===== config.mk =====
export PLATFORM = sky130hd
export DESIGN_NAME = dual_dac_i2c_command_slave
export DESIGN_NICKNAME = d
export VERILOG_FILES = /design/src/logic/dac_slave_pkg.sv /design/src/logic/sync_two_ff.sv /design/src/logic/bus_edge_detect.sv /design/src/logic/dual_dac_i2c_command_slave.sv
export SDC_FILE = /design/constraint.sdc
export NUM_CORES = 1
export LEC_CHECK = 0
export BUFFER_PORTS_ARGS = -buffer_cell sky130_fd_sc_hd__buf_2
export CAP_MARGIN = 10
export CORE_ASPECT_RATIO = 1.25
export CORE_MARGIN = 4
export CORE_UTILIZATION = 57
export DETAILED_ROUTE_END_ITERATION = 16
export PLACE_DENSITY = 0.9
export SLEW_MARGIN = 20
export SYNTH_ARGS = -nofsm -noshare
export SYNTH_HDL_FRONTEND = slang
export SYNTH_SLANG_ARGS = --single-unit

===== constraint.sdc =====
create_clock -name core_clk -period 4.75 [get_ports core_clk]
set_clock_uncertainty 0.05 [all_clocks]
set_input_delay 1.1875 -clock core_clk [delete_from_list [all_inputs] [get_ports core_clk]]
set_output_delay 1.1875 -clock core_clk [all_outputs]
set_load 0.01 [all_outputs]

===== src/logic/dac_slave_pkg.sv =====
// Package with constants shared by the two-wire DAC slave design files.
package dac_slave_pkg;
   localparam int CODE_W = 12;
   localparam logic [5:0] PREFIX_VARIANT_L = 6'h1C;
   localparam logic [5:0] PREFIX_VARIANT_M = 6'h2C;
   localparam logic [3:0] CMD_LOAD_A_UPD = 4'h0;
   localparam logic [3:0] CMD_LOAD_B_UPD = 4'h1;
   localparam logic [3:0] CMD_IN_A = 4'h4;
   localparam logic [3:0] CMD_IN_B = 4'h5;
   localparam logic [3:0] CMD_UPD_IN_A = 4'h8;
   localparam logic [3:0] CMD_UPD_IN_B = 4'h9;
   localparam logic [3:0] CMD_LOAD_ALL = 4'hC;
   localparam logic [3:0] CMD_IN_ALL = 4'hD;
   localparam logic [3:0] CMD_UPDATE = 4'hE;
   localparam logic [3:0] CMD_EXT = 4'hF;
   localparam logic [3:0] SUB_EXT = 4'h0;
   localparam logic [3:0] SUB_READ_A = 4'h1;
   localparam logic [3:0] SUB_READ_B = 4'h2;
   localparam logic [1:0] PD_POWER_UP = 2'h0;
   localparam logic [1:0] PD_FLOAT = 2'h1;
   localparam logic [1:0] PD_1K = 2'h2;
   localparam logic [1:0] PD_100K = 2'h3;
   localparam logic [3:0] BIT_LAST = 4'h7;
   localparam logic [3:0] BIT_ACK = 4'h8;
   // Extended byte layout: channel A select, channel B select, mode bits.
   localparam int EXT_SEL_A = 3;
   localparam int EXT_SEL_B = 2;
   localparam int EXT_PD_HI = 1;
   localparam int EXT_PD_LO = 0;
endpackage


===== src/logic/sync_two_ff.sv =====
// Two flip-flop synchroniser for signals from outside the clock domain.
`timescale 1ns/1ps
module sync_two_ff #(
   parameter logic RESET_LEVEL = 1'b1
) (
   input wire logic core_clk,
   input wire logic rst,
   input wire logic asyncIn,
   output logic syncOut
);
   typedef struct packed {
      logic first;
      logic second;
   } sync_state_type;
   sync_state_type state;
   sync_state_type next_state;

   // The first stage feeds only the second stage.
   always_comb begin
      next_state.first = asyncIn;
      next_state.second = state.first;
   end

   // Both stages reset to RESET_LEVEL, which defaults to the idle (high) bus level.
   always_ff @(posedge core_clk or posedge rst) begin
      if (rst) begin
         state <= {RESET_LEVEL, RESET_LEVEL};
      end else begin
         state <= next_state;
      end
   end

   assign syncOut = state.second;
endmodule


===== src/logic/bus_edge_detect.sv =====
// Edge and START/STOP detector for the synchronised two-wire bus lines.
`timescale 1ns/1ps
module bus_edge_detect (
   input wire logic core_clk,
   input wire logic rst,
   input wire logic sclSync,
   input wire logic sdaSync,
   output logic sclRise,
   output logic sclFall,
   output logic startSeen,
   output logic stopSeen
);
   typedef struct packed {
      logic sclLast;
      logic sdaLast;
   } edge_state_type;
   edge_state_type state;
   edge_state_type next_state;

   // Remember the previous sample of each line.
   always_comb begin
      next_state.sclLast = sclSync;
      next_state.sdaLast = sdaSync;
   end

   always_ff @(posedge core_clk or posedge rst) begin
      if (rst) begin
         state <= '{sclLast: 1'b1, sdaLast: 1'b1};
      end else begin
         state <= next_state;
      end
   end

   // Data changing while the clock is high marks START or STOP.
   assign sclRise = sclSync & ~state.sclLast;
   assign sclFall = ~sclSync & state.sclLast;
   assign startSeen = sclSync & state.sclLast & state.sdaLast & ~sdaSync;
   assign stopSeen = sclSync & state.sclLast & ~state.sdaLast & sdaSync;
endmodule


===== src/logic/dual_dac_i2c_command_slave.sv =====
// Two-wire command slave that holds the registers of a dual 12-bit DAC.
`timescale 1ns/1ps
module dual_dac_i2c_command_slave #(
   parameter logic [5:0] ADDR_PREFIX = dac_slave_pkg::PREFIX_VARIANT_L
) (
   input wire logic core_clk,
   input wire logic rst,
   input wire logic sclIn,
   input wire logic sdaIn,
   output logic sdaOut,
   output logic sdaOe,
   input wire logic address_lsb_strap,
   output logic [11:0] dacCodeA,
   output logic [11:0] dacCodeB,
   output logic [1:0] powerdownA,
   output logic [1:0] powerdownB,
   output logic [11:0] inputCodeA,
   output logic [11:0] inputCodeB
);
   typedef enum logic [6:0] {
      ST_IDLE = 7'h01,
      ST_ADDR = 7'h02,
      ST_ADDR_ACK = 7'h04,
      ST_WRITE = 7'h08,
      ST_WRITE_ACK = 7'h10,
      ST_READ = 7'h20,
      ST_READ_ACK = 7'h40
   } phase_type;

   typedef struct packed {
      phase_type phase;
      logic [3:0] bitCount;
      logic [7:0] shift;
      logic [1:0] byteCount;
      logic isRead;
      logic [3:0] command_nibble;
      logic [3:0] subNibble;
      logic [11:0] inA;
      logic [11:0] inB;
      logic [11:0] dacA;
      logic [11:0] dacB;
      logic [1:0] pdA;
      logic [1:0] pdB;
      logic readSelB;
      logic drive;
      logic [6:0] myAddr;
   } slave_state_type;

   slave_state_type state;
   slave_state_type next_state;
   logic sclSync;
   logic sdaSync;
   logic sclRise;
   logic sclFall;
   logic startSeen;
   logic stopSeen;

   sync_two_ff syncScl (
      .core_clk(core_clk),
      .rst(rst),
      .asyncIn(sclIn),
      .syncOut(sclSync)
   );
   sync_two_ff syncSda (
      .core_clk(core_clk),
      .rst(rst),
      .asyncIn(sdaIn),
      .syncOut(sdaSync)
   );
   logic strapSync;
   sync_two_ff #(.RESET_LEVEL(1'b0)) syncStrap (
      .core_clk(core_clk),
      .rst(rst),
      .asyncIn(address_lsb_strap),
      .syncOut(strapSync)
   );
   bus_edge_detect edges (
      .core_clk(core_clk),
      .rst(rst),
      .sclSync(sclSync),
      .sdaSync(sdaSync),
      .sclRise(sclRise),
      .sclFall(sclFall),
      .startSeen(startSeen),
      .stopSeen(stopSeen)
   );

   // Picks the read-back byte: upper four bits first, then lower eight.
   function automatic logic [7:0] readByte(input logic [11:0] code,
                                           input logic [1:0] idx);
      if (idx == 2'h0) begin
         readByte = {4'h0, code[11:8]};
      end else begin
         readByte = code[7:0];
      end
   endfunction

   // Bus protocol and command execution.
   always_comb begin
      logic [7:0] rx;
      logic [11:0] code;
      logic [7:0] firstByte;
      rx = {state.shift[6:0], sdaSync};
      firstByte = readByte(state.readSelB ? state.dacB : state.dacA, 2'h0);
      code = {state.command_nibble == dac_slave_pkg::CMD_EXT ?
              state.subNibble : state.subNibble, state.shift};
      next_state = state;
      // Address prefix fixed, LSB from strap, latched continuously.
      next_state.myAddr = {ADDR_PREFIX, strapSync};
      if (startSeen) begin
         // START reconnects the core; any half-done write is dropped.
         next_state.phase = ST_ADDR;
         next_state.bitCount = 4'h0;
         next_state.drive = 1'b0;
         next_state.byteCount = 2'h0;
      end else if (stopSeen) begin
         next_state.phase = ST_IDLE;
         next_state.drive = 1'b0;
      end else begin
         case (state.phase)
            ST_IDLE: begin
               next_state.drive = 1'b0;
            end
            ST_ADDR: begin
               if (sclRise) begin
                  next_state.shift = rx;
                  next_state.bitCount = state.bitCount + 4'h1;
                  if (state.bitCount != dac_slave_pkg::BIT_LAST &&
                      sdaSync != state.myAddr[3'h6 -
                                 state.bitCount[2:0]]) begin
                     // First differing bit ends participation.
                     next_state.phase = ST_IDLE;
                  end
               end else if (sclFall &&
                            state.bitCount == dac_slave_pkg::BIT_ACK) begin
                  next_state.isRead = state.shift[0];
                  next_state.drive = 1'b1;
                  next_state.phase = ST_ADDR_ACK;
               end
            end
            ST_ADDR_ACK: begin
               if (sclFall) begin
                  next_state.bitCount = 4'h0;
                  if (state.isRead) begin
                     next_state.byteCount = 2'h0;
                     next_state.drive = ~firstByte[7];
                     next_state.shift = firstByte << 1;
                     next_state.phase = ST_READ;
                  end else begin
                     next_state.drive = 1'b0;
                     next_state.phase = ST_WRITE;
                  end
               end
            end
            ST_WRITE: begin
               if (sclRise) begin
                  next_state.shift = rx;
                  next_state.bitCount = state.bitCount + 4'h1;
               end else if (sclFall &&
                            state.bitCount == dac_slave_pkg::BIT_ACK) begin
                  next_state.drive = 1'b1;
                  next_state.phase = ST_WRITE_ACK;
               end
            end
            ST_WRITE_ACK: begin
               if (sclFall) begin
                  next_state.drive = 1'b0;
                  next_state.bitCount = 4'h0;
                  next_state.phase = ST_WRITE;
                  next_state.byteCount = state.byteCount + 2'h1;
                  if (state.byteCount == 2'h0) begin
                     next_state.command_nibble = state.shift[7:4];
                     next_state.subNibble = state.shift[3:0];
                     if (state.shift[7:4] == dac_slave_pkg::CMD_UPDATE) begin
                        next_state.dacA = state.inA;
                        next_state.dacB = state.inB;
                        next_state.byteCount = 2'h0;
                     end else if (state.shift[7:4] ==
                                  dac_slave_pkg::CMD_EXT) begin
                        if (state.shift[3:0] ==
                            dac_slave_pkg::SUB_READ_A) begin
                           next_state.readSelB = 1'b0;
                           next_state.byteCount = 2'h0;
                        end else if (state.shift[3:0] ==
                                     dac_slave_pkg::SUB_READ_B) begin
                           next_state.readSelB = 1'b1;
                           next_state.byteCount = 2'h0;
                        end else if (state.shift[3:0] !=
                                     dac_slave_pkg::SUB_EXT) begin
                           next_state.byteCount = 2'h0;
                        end
                     end
                  end else begin
                     // Second byte completes the write: apply on this edge.
                     next_state.byteCount = 2'h0;
                     if (state.command_nibble == dac_slave_pkg::CMD_EXT) begin
                        // Mode codes persist; registers keep contents.
                        if (state.shift[dac_slave_pkg::EXT_SEL_A]) begin
                           next_state.pdA = {
                              state.shift[dac_slave_pkg::EXT_PD_HI],
                              state.shift[dac_slave_pkg::EXT_PD_LO]};
                        end
                        if (state.shift[dac_slave_pkg::EXT_SEL_B]) begin
                           next_state.pdB = {
                              state.shift[dac_slave_pkg::EXT_PD_HI],
                              state.shift[dac_slave_pkg::EXT_PD_LO]};
                        end
                     end else begin
                        case (state.command_nibble)
                           dac_slave_pkg::CMD_LOAD_A_UPD: begin
                              next_state.inA = code;
                              next_state.dacA = code;
                              next_state.dacB = state.inB;
                           end
                           dac_slave_pkg::CMD_LOAD_B_UPD: begin
                              next_state.inB = code;
                              next_state.dacB = code;
                              next_state.dacA = state.inA;
                           end
                           dac_slave_pkg::CMD_IN_A: begin
                              next_state.inA = code;
                           end
                           dac_slave_pkg::CMD_IN_B: begin
                              next_state.inB = code;
                           end
                           dac_slave_pkg::CMD_UPD_IN_A: begin
                              next_state.dacA = state.inA;
                              next_state.dacB = state.inB;
                              next_state.inA = code;
                           end
                           dac_slave_pkg::CMD_UPD_IN_B: begin
                              next_state.dacA = state.inA;
                              next_state.dacB = state.inB;
                              next_state.inB = code;
                           end
                           dac_slave_pkg::CMD_LOAD_ALL: begin
                              next_state.inA = code;
                              next_state.inB = code;
                              next_state.dacA = code;
                              next_state.dacB = code;
                           end
                           dac_slave_pkg::CMD_IN_ALL: begin
                              next_state.inA = code;
                              next_state.inB = code;
                           end
                           default: begin
                              next_state.byteCount = 2'h0;
                           end
                        endcase
                     end
                  end
               end
            end
            ST_READ: begin
               if (sclFall) begin
                  next_state.bitCount = state.bitCount + 4'h1;
                  if (state.bitCount == dac_slave_pkg::BIT_LAST) begin
                     next_state.drive = 1'b0; // release for master ack
                     next_state.phase = ST_READ_ACK;
                  end else begin
                     next_state.drive = ~state.shift[7];
                     next_state.shift = state.shift << 1;
                  end
               end
            end
            ST_READ_ACK: begin
               if (sclRise) begin
                  next_state.shift = readByte(state.readSelB ?
                     state.dacB : state.dacA, 2'h1);
                  if (sdaSync || state.byteCount != 2'h0) begin
                     next_state.phase = ST_IDLE; // master done
                  end
               end else if (sclFall) begin
                  next_state.byteCount = 2'h1;
                  next_state.bitCount = 4'h0;
                  next_state.drive = ~state.shift[7];
                  next_state.shift = state.shift << 1;
                  next_state.phase = ST_READ;
               end
            end
            default: begin
               next_state.phase = ST_IDLE;
            end
         endcase
      end
   end

   // Power-on defaults: zero codes, both channels in 100k power-down.
   always_ff @(posedge core_clk or posedge rst) begin
      if (rst) begin
         state <= '0;
         state.phase <= ST_IDLE;
         state.pdA <= dac_slave_pkg::PD_100K;
         state.pdB <= dac_slave_pkg::PD_100K;
      end else begin
         state <= next_state;
      end
   end

   // Outputs come straight from the state register, except sdaOut, which is tied low.
   assign sdaOut = 1'b0;
   assign sdaOe = state.drive;
   assign dacCodeA = state.dacA;
   assign dacCodeB = state.dacB;
   assign inputCodeA = state.inA;
   assign inputCodeB = state.inB;
   assign powerdownA = state.pdA;
   assign powerdownB = state.pdB;

   a_reset_pd: assert property (@(posedge core_clk)
      $fell(rst) |-> powerdownA == dac_slave_pkg::PD_100K)
      else $error("Power-down default wrong after reset.");
   a_mismatch_quiet: assert property (@(posedge core_clk) disable iff (rst)
      state.phase == ST_IDLE && !startSeen |=> !sdaOe)
      else $error("Data line driven while disconnected.");
   a_ack_on_match: assert property (@(posedge core_clk) disable iff (rst)
      state.phase == ST_ADDR_ACK |-> sdaOe)
      else $error("Address acknowledge missing.");
   a_stop_idle: assert property (@(posedge core_clk) disable iff (rst)
      stopSeen |=> state.phase == ST_IDLE)
      else $error("Stop did not end the transfer.");
   a_dac_write_ack: assert property (@(posedge core_clk) disable iff (rst)
      $changed(dacCodeA) |-> $past(state.phase) == ST_WRITE_ACK)
      else $error("DAC register changed outside the ack edge.");
   a_in_hold: assert property (@(posedge core_clk) disable iff (rst)
      $changed(inputCodeB) |-> $past(sclFall))
      else $error("Input register changed off a falling clock.");
   a_start_addr: assert property (@(posedge core_clk) disable iff (rst)
      startSeen |=> state.phase == ST_ADDR && state.bitCount == 4'h0)
      else $error("Start did not begin address phase.");
   a_pd_change: assert property (@(posedge core_clk) disable iff (rst)
      $changed(powerdownB) |-> $past(state.command_nibble) ==
      dac_slave_pkg::CMD_EXT)
      else $error("Power-down changed without extended command.");
endmodule


-- After elaboration in Yosys (flattened, before gate mapping)
Index checks and enable logic that the tools add are counted.
- $add $sub $neg: 3
- order comparisons: 1
- eq/ne operators: 54
- multiplexer cells: 70
- bitwise operators: 18
- reductions and logical operators: 30
- operators with widths (operator ; count):
    $pmux 24 s4 ; 1
    $mux 76 ; 1
    $mux 24 ; 3
    $mux 7 ; 9
    $mux 62 ; 1
    $mux 61 ; 1
    $pmux 7 s7 ; 1
    $mux 12 ; 4
    $mux 48 ; 1
    $mux 21 ; 2
    $reduce_and 7->1 ; 6
    $eq 4x4->1 const B ; 8
    $pmux 8 s4 ; 1
    $mux 8 ; 3
    $ne 4x2->1 const B ; 6
    $reduce_and 8->1 ; 3
    $mux 11 ; 2
    $mux 2 ; 11
    $pmux 4 s5 ; 1
    $mux 1 ; 19
    $mux 19 ; 1
    $ne 3x2->1 const B ; 6
    $eq 4x3->1 const B ; 3
    $mux 4 ; 3
    44 further kinds ; 79
- register bits: 94
- input port bits: 5
- output and inout bits: 54
- word-level logic and storage cells: 200

-- Logic depth before layout (Yosys ltp)
- depth after elaboration: 11
- mapped depth: 9
- mapped depth without buffers: 8

-- Cells and area by module
Synthesis repeated with hierarchy kept, for this count alone.
- cells, all modules: 529
- area, all modules: 5298.8 µm²
- modules (own cells, without submodules) (module ; instances ; cells an instance ; area an instance (µm²) ; sequential area each (µm²)):
    dual_dac_i2c_command_slave ; 1 ; 513 ; 5043.6 ; 2158.3
    sync_two_ff at syncScl ... ; 2 ; 3 ; 56.3 ; 52.6
    bus_edge_detect ; 1 ; 7 ; 88.8 ; 52.6
    sync_two_ff at syncStrap ; 1 ; 3 ; 53.8 ; 50.0

-- Worst setup path after synthesis
Ideal clock, no wire load.
- path kind: register to register
- start: register syncScl.state (netlist bit syncScl.syncOut)
- end: register state[73] (netlist name)
- library setup time: 0.125 ns
- arrival: 2.216 ns
- required time: 4.575 ns
- slack: 2.359 ns
- stages on the path, launching flop included: 9
- buffers on the path: 2
- clock period less this slack: 2.391 ns
- cell sequence: dfstp_2 clkbuf_1 nand2b_1 a211oi_2 nor3_1 o21ai_0 or4b_1 buf_2 mux2_2
- word-level cells in the longest chain between the ends: 5
- elaborated cells on any way between the ends: 17
- those cells by class: eq/ne (4); mux (2); bitwise (10); reduce/logical (1)
- ends and longest elaborated chain (item ; line ; RTL):
    start: declaration ; sync_two_ff.sv:15 ; sync_state_type state;
    start signal: assignment ; sync_two_ff.sv:27 ; state <= {RESET_LEVEL, RESET_LEVEL};
    start signal: assignment ; sync_two_ff.sv:29 ; state <= next_state;
    $and 1x1->1 ; bus_edge_detect.sv:37, bus_edge_detect.sv:38 ;
    $and 1x1->1, on equally long branches (2 in a row) ; bus_edge_detect.sv:37, bus_edge_detect.sv:38 ;
    $not 1->1 (no source line) ; - ;
    $reduce_and 9->1 (no source line) ; - ;
    end signal: assignment ; dual_dac_i2c_command_slave.sv:296 ; state <= next_state;
    end: declaration ; dual_dac_i2c_command_slave.sv:49 ; slave_state_type state;
Parallel ways exist; a longest one is shown, timed or not.
A chain may end at the register's enable or synchronous reset.

-- Final worst setup path
- start: register state[86] (netlist name)
- end: register state (netlist bit inputCodeB[1])
- word-level cells in the longest chain between the ends: 2
- ends and longest elaborated chain (item ; line ; RTL):
    $eq 7x5->1 ; dual_dac_i2c_command_slave.sv:120 ; case (state.phase)
    $reduce_and 7->1 (no source line) ; - ;
Every way passes these cells.

==> impl_metrics.env <==
export IMPL_run_status="complete, no violations"
export IMPL_dp_hpwl_um=8611
export IMPL_layout_area_overhead_vs_synth_pct=3.124
export IMPL_max_freq_ghz=0.3136
export IMPL_grt_antenna_before_repair=0
export IMPL_n_antenna_cell=0
export IMPL_synth_flop_cell="sky130_fd_sc_hd__dfrtp_1"
export IMPL_pleak_nw=2.529
export IMPL_grt_first_pass_wirelength_um=20460
export IMPL_total_switching_power_mw=0.4369
export IMPL_overflow=0
export IMPL_endpoint_kind="register"
export IMPL_grt_pass1_vias=3928
export IMPL_totalWireLength_um=12520
export IMPL_crit_reg2reg_launch="state[86]"
export IMPL_drcViolationCount=0
export IMPL_crit_start="state[86]"
export IMPL_design_portCount=59
export IMPL_clock_latency_ns=0.37
export IMPL_gate_count_after_technology_mapping=526
export IMPL_synth_most_common_cell="sky130_fd_sc_hd__dfrtp_1"
export IMPL_power_per_cell_area_nw_per_um2=307.5
export IMPL_ff2ff_setup_slack_ns=1.56
export IMPL_cts_repair_timing_setup_buffer_count=0
export IMPL_die_y_um=115.3
export IMPL_placeableCoreArea_um2=8843
export IMPL_clock_sink_count=94
export IMPL_fillerInstances=729
export IMPL_internal_power_mw=1.227
export IMPL_numPlacedInstances=620
export IMPL_grt_max_degree=59
export IMPL_detail_route_antenna_nets=0
export IMPL_fin_nets=519
export IMPL_timing_max_slew_rel_slack_pct=26.02
export IMPL_syn_num_nets=534
export IMPL_cts_tree="built"
export IMPL_critPathKind="reg2reg"
export IMPL_die_width_um=93.81
export IMPL_io_buffer_count=57
export IMPL_starting_utilization_of_the_core_area_pct=59.32
export IMPL_max_cap_viol_count=0
export IMPL_area_taken_by_multi_input_logic_gates_um2=2308
export IMPL_timing_max_transition_violations_final=0
export IMPL_hold_violations=0
export IMPL_gp_congestion=0.9669
export IMPL_fp_row_count=38
export IMPL_path_cells="nor4_4, and3_4, nand2_2, or3_1, nor2_1, mux2_2"
export IMPL_critPathRequiredTime_ns=4.96
export IMPL_yosys_warnings=0
export IMPL_cts_buffers_inserted=9
export IMPL_detailedRoute_firstIterationViolations=304
export IMPL_netlist_cell_type_count=60
export IMPL_via_count=3994
export IMPL_power_share_clock_pct=38.5
export IMPL_cpMaxStageDelayCell="sky130_fd_sc_hd__nor2_1"
export IMPL_most_frequent_cells_after_synthesis="83 x sky130_fd_sc_hd__dfrtp_1, 53 x sky130_fd_sc_hd__buf_4, 44 x sky130_fd_sc_hd__nor2_1"
export IMPL_r2r_end="inputCodeB[1]"
export IMPL_layout_drive_gt1_share_pct=26.94
export IMPL_netSwitchingFraction_pct=26.26
export IMPL_count_of_cell_instances_traversed_by_the_critical_path=6
export IMPL_tns_ns=0
export IMPL_arrival_time_of_the_worst_setup_path_ns=3.39
export IMPL_avgRoutedWirePerCell_um=19.69
export IMPL_slew_at_the_pin_closest_to_its_max_slew_limit_ns=1.106
export IMPL_worst_min_path_class="reg2reg"
export IMPL_post_cts_hold_buffer_count=0
export IMPL_post_synth_cell_area_avg_um2=9.974
export IMPL_critical_path_buf_inv_count=0
export IMPL_postSynth_asyncResetShare_pct=100.0
export IMPL_yosys_register_bits=94
export IMPL_critical_path_startpoint_type="register"
export IMPL_clk_transition_reported_paths_ns=0.09
export IMPL_die_area_um2=10810
export IMPL_drt_pass1_iterations=5
export IMPL_via_per_inst=6.280
export IMPL_pwr_share_comb_pct=9.4
export IMPL_crit_family="simple AND/OR/NAND/NOR gates"
export IMPL_cp_endpoint="inputCodeB[1]"
export IMPL_layoutNonFillerInstCount=636
export IMPL_yosys_top_cells_area="sky130_fd_sc_hd__dfrtp_1 40%, sky130_fd_sc_hd__buf_4 7.6%, sky130_fd_sc_hd__mux2_2 6.7%"
export IMPL_synth_enable_flop_cells=0
export IMPL_cts_resized_gates=0
export IMPL_clock_root_buffer="sky130_fd_sc_hd__clkbuf_8"
export IMPL_post_synth_top_area_fraction_pct=39.59
export IMPL_rr_worst_depth=6
export IMPL_synth_top_cell_by_area="sky130_fd_sc_hd__dfrtp_1"
export IMPL_cts_htree_levels=3
export IMPL_cts_max_path_bufs=2
export IMPL_syn_cell_area_um2=5246
export IMPL_setup_repair_after_global_routing_missed_its_margin="no"
export IMPL_crit_path_max_fanout=14
export IMPL_max_stage_delay_ns=0.86
export IMPL_power_sequential_fraction_pct=52.2
export IMPL_finalSetupViolCount=0
export IMPL_timing_final_crit_share_pct=67.13
export IMPL_peakVddDrop_mv=0.2315
export IMPL_register_area_um2=2366
export IMPL_fin_crit_ns=3.188
export IMPL_synth_seq_area_share_pct=45.10
export IMPL_groute_usage_overall_pct=24.34
## worst min path at each step
stage | cells past startpoint | start | slack [ns] | end
after global placement | 0 | syncStrap.syncOut | 0.28 | state[0]
after global routing | 0 | syncScl.next_state[0] | 0.32 | syncScl.syncOut
final | 0 | syncScl.next_state[0] | 0.31 | syncScl.syncOut
after CTS | 0 | syncScl.next_state[0] | 0.31 | syncScl.syncOut
after detailed placement | 0 | syncStrap.next_state[0] | 0.29 | syncStrap.syncOut
after floorplan | 0 | syncStrap.syncOut | 0.28 | state[0]
## cells in the final DEF (no fill, tap or decap), drive strengths merged, types with 3 or more instances in the layout
cell and count:
nand2b 12, buf 60, mux2i 13, nand3b 4, xnor2 4, o2bb2ai 3
nand4 6, o21ai 29, ha 3, and3 5, a211oi 6, a21oi 40
inv 10, mux2 41, clkbuf 10, o31ai 4, dfstp 11, nor3 7
nor2 44, nand3 12, a22oi 25, a22o 4, or3 3, dfrtp 83
nand2 26, bufinv 3, nor2b 11, o311ai 3
## cell families (layout without fill, tap and decap cells)
group	Yosys count	count (layout)	share of synthesized area (%)
adders and majority gates	3	3	0.7156
xor gates and xnor gates	5	5	0.8347
muxes	54	54	12.00
buffers and inverters	96	86	10.95
and+or+nand+nor	143	143	14.57
DFF	94	94	45.10
other	2	2	0.1431
AOI/OAI and AO/OA	129	129	15.69
## metrics by stage
step | utilization, % | instance area (µm²) | total power, mW | worst slack (ns) | hold slack [ns]
3_5_place_dp | 58.47 | 5171 | 1.034 | 1.628 | 0.2863
3_3_place_gp | 58.47 | 5171 | 1.028 | 1.793 | 0.2842
6_report | 61.18 | 5410 | 1.664 | 1.562 | 0.3109
4_1_cts | 61.16 | 5409 | 1.658 | 1.599 | 0.3107
2_1_floorplan | - | 5246 | 0.9872 | 1.082 | 0.2812
5_1_grt | 61.18 | 5410 | 1.717 | 1.437 | 0.3190
## state kept, by name, indices dropped and copies added, names as in the netlist
signal	count
state	33
dacCodeA	12
syncStrap.syncOut	1
syncScl.syncOut	1
inputCodeA	12
dacCodeB	12
syncSda.next_state	1
powerdownA	2
inputCodeB	12
powerdownB	2
syncScl.next_state	1
syncSda.syncOut	1
sdaOe	1
syncStrap.next_state	1
edges.state	2
## power groups by stage
stage / Sequential (mW) / Clock [mW] / Combinational (mW)
CTS: 0.866 / 0.638 / 0.154
detailed placement: 0.882 / 0 / 0.152
global placement: 0.879 / 0 / 0.149
finish: 0.868 / 0.640 / 0.156
global route: 0.871 / 0.673 / 0.173
floorplan: 0.851 / 0 / 0.136
## worst register-to-register path, cell delays in order (launching register included)
cell and delay (ns):
sky130_fd_sc_hd__dfrtp_1 0.54, sky130_fd_sc_hd__nor4_4 0.47, sky130_fd_sc_hd__and3_4 0.30, sky130_fd_sc_hd__nand2_2 0.09, sky130_fd_sc_hd__or3_1 0.34, sky130_fd_sc_hd__nor2_1 0.86, sky130_fd_sc_hd__mux2_2 0.44
## final cells by class
| type | count | share of cell area (%) |
|---|---|---|
| tap | 120 | 2.775 |
| inverter | 10 | 0.7401 |
| timing repair buffer | 60 | 5.689 |
| clock inverter | 6 | 2.035 |
| multi-input combinational | 336 | 42.67 |
| sequential | 94 | 43.73 |
| clock buffer | 10 | 2.359 |
## metal layers
metal / up-vias / part of all wire, % / global-route usage [%]
met3: 36 / 6.3 / 3.665
li1: 1784 / - / -
met1: 2002 / 38 / 29.58
met4: 0 / 3.3 / 11.75
met5: - / 0 / 0
met2: 172 / 52 / 42.21
No activity file was read; power rests on OpenSTA's default activity.
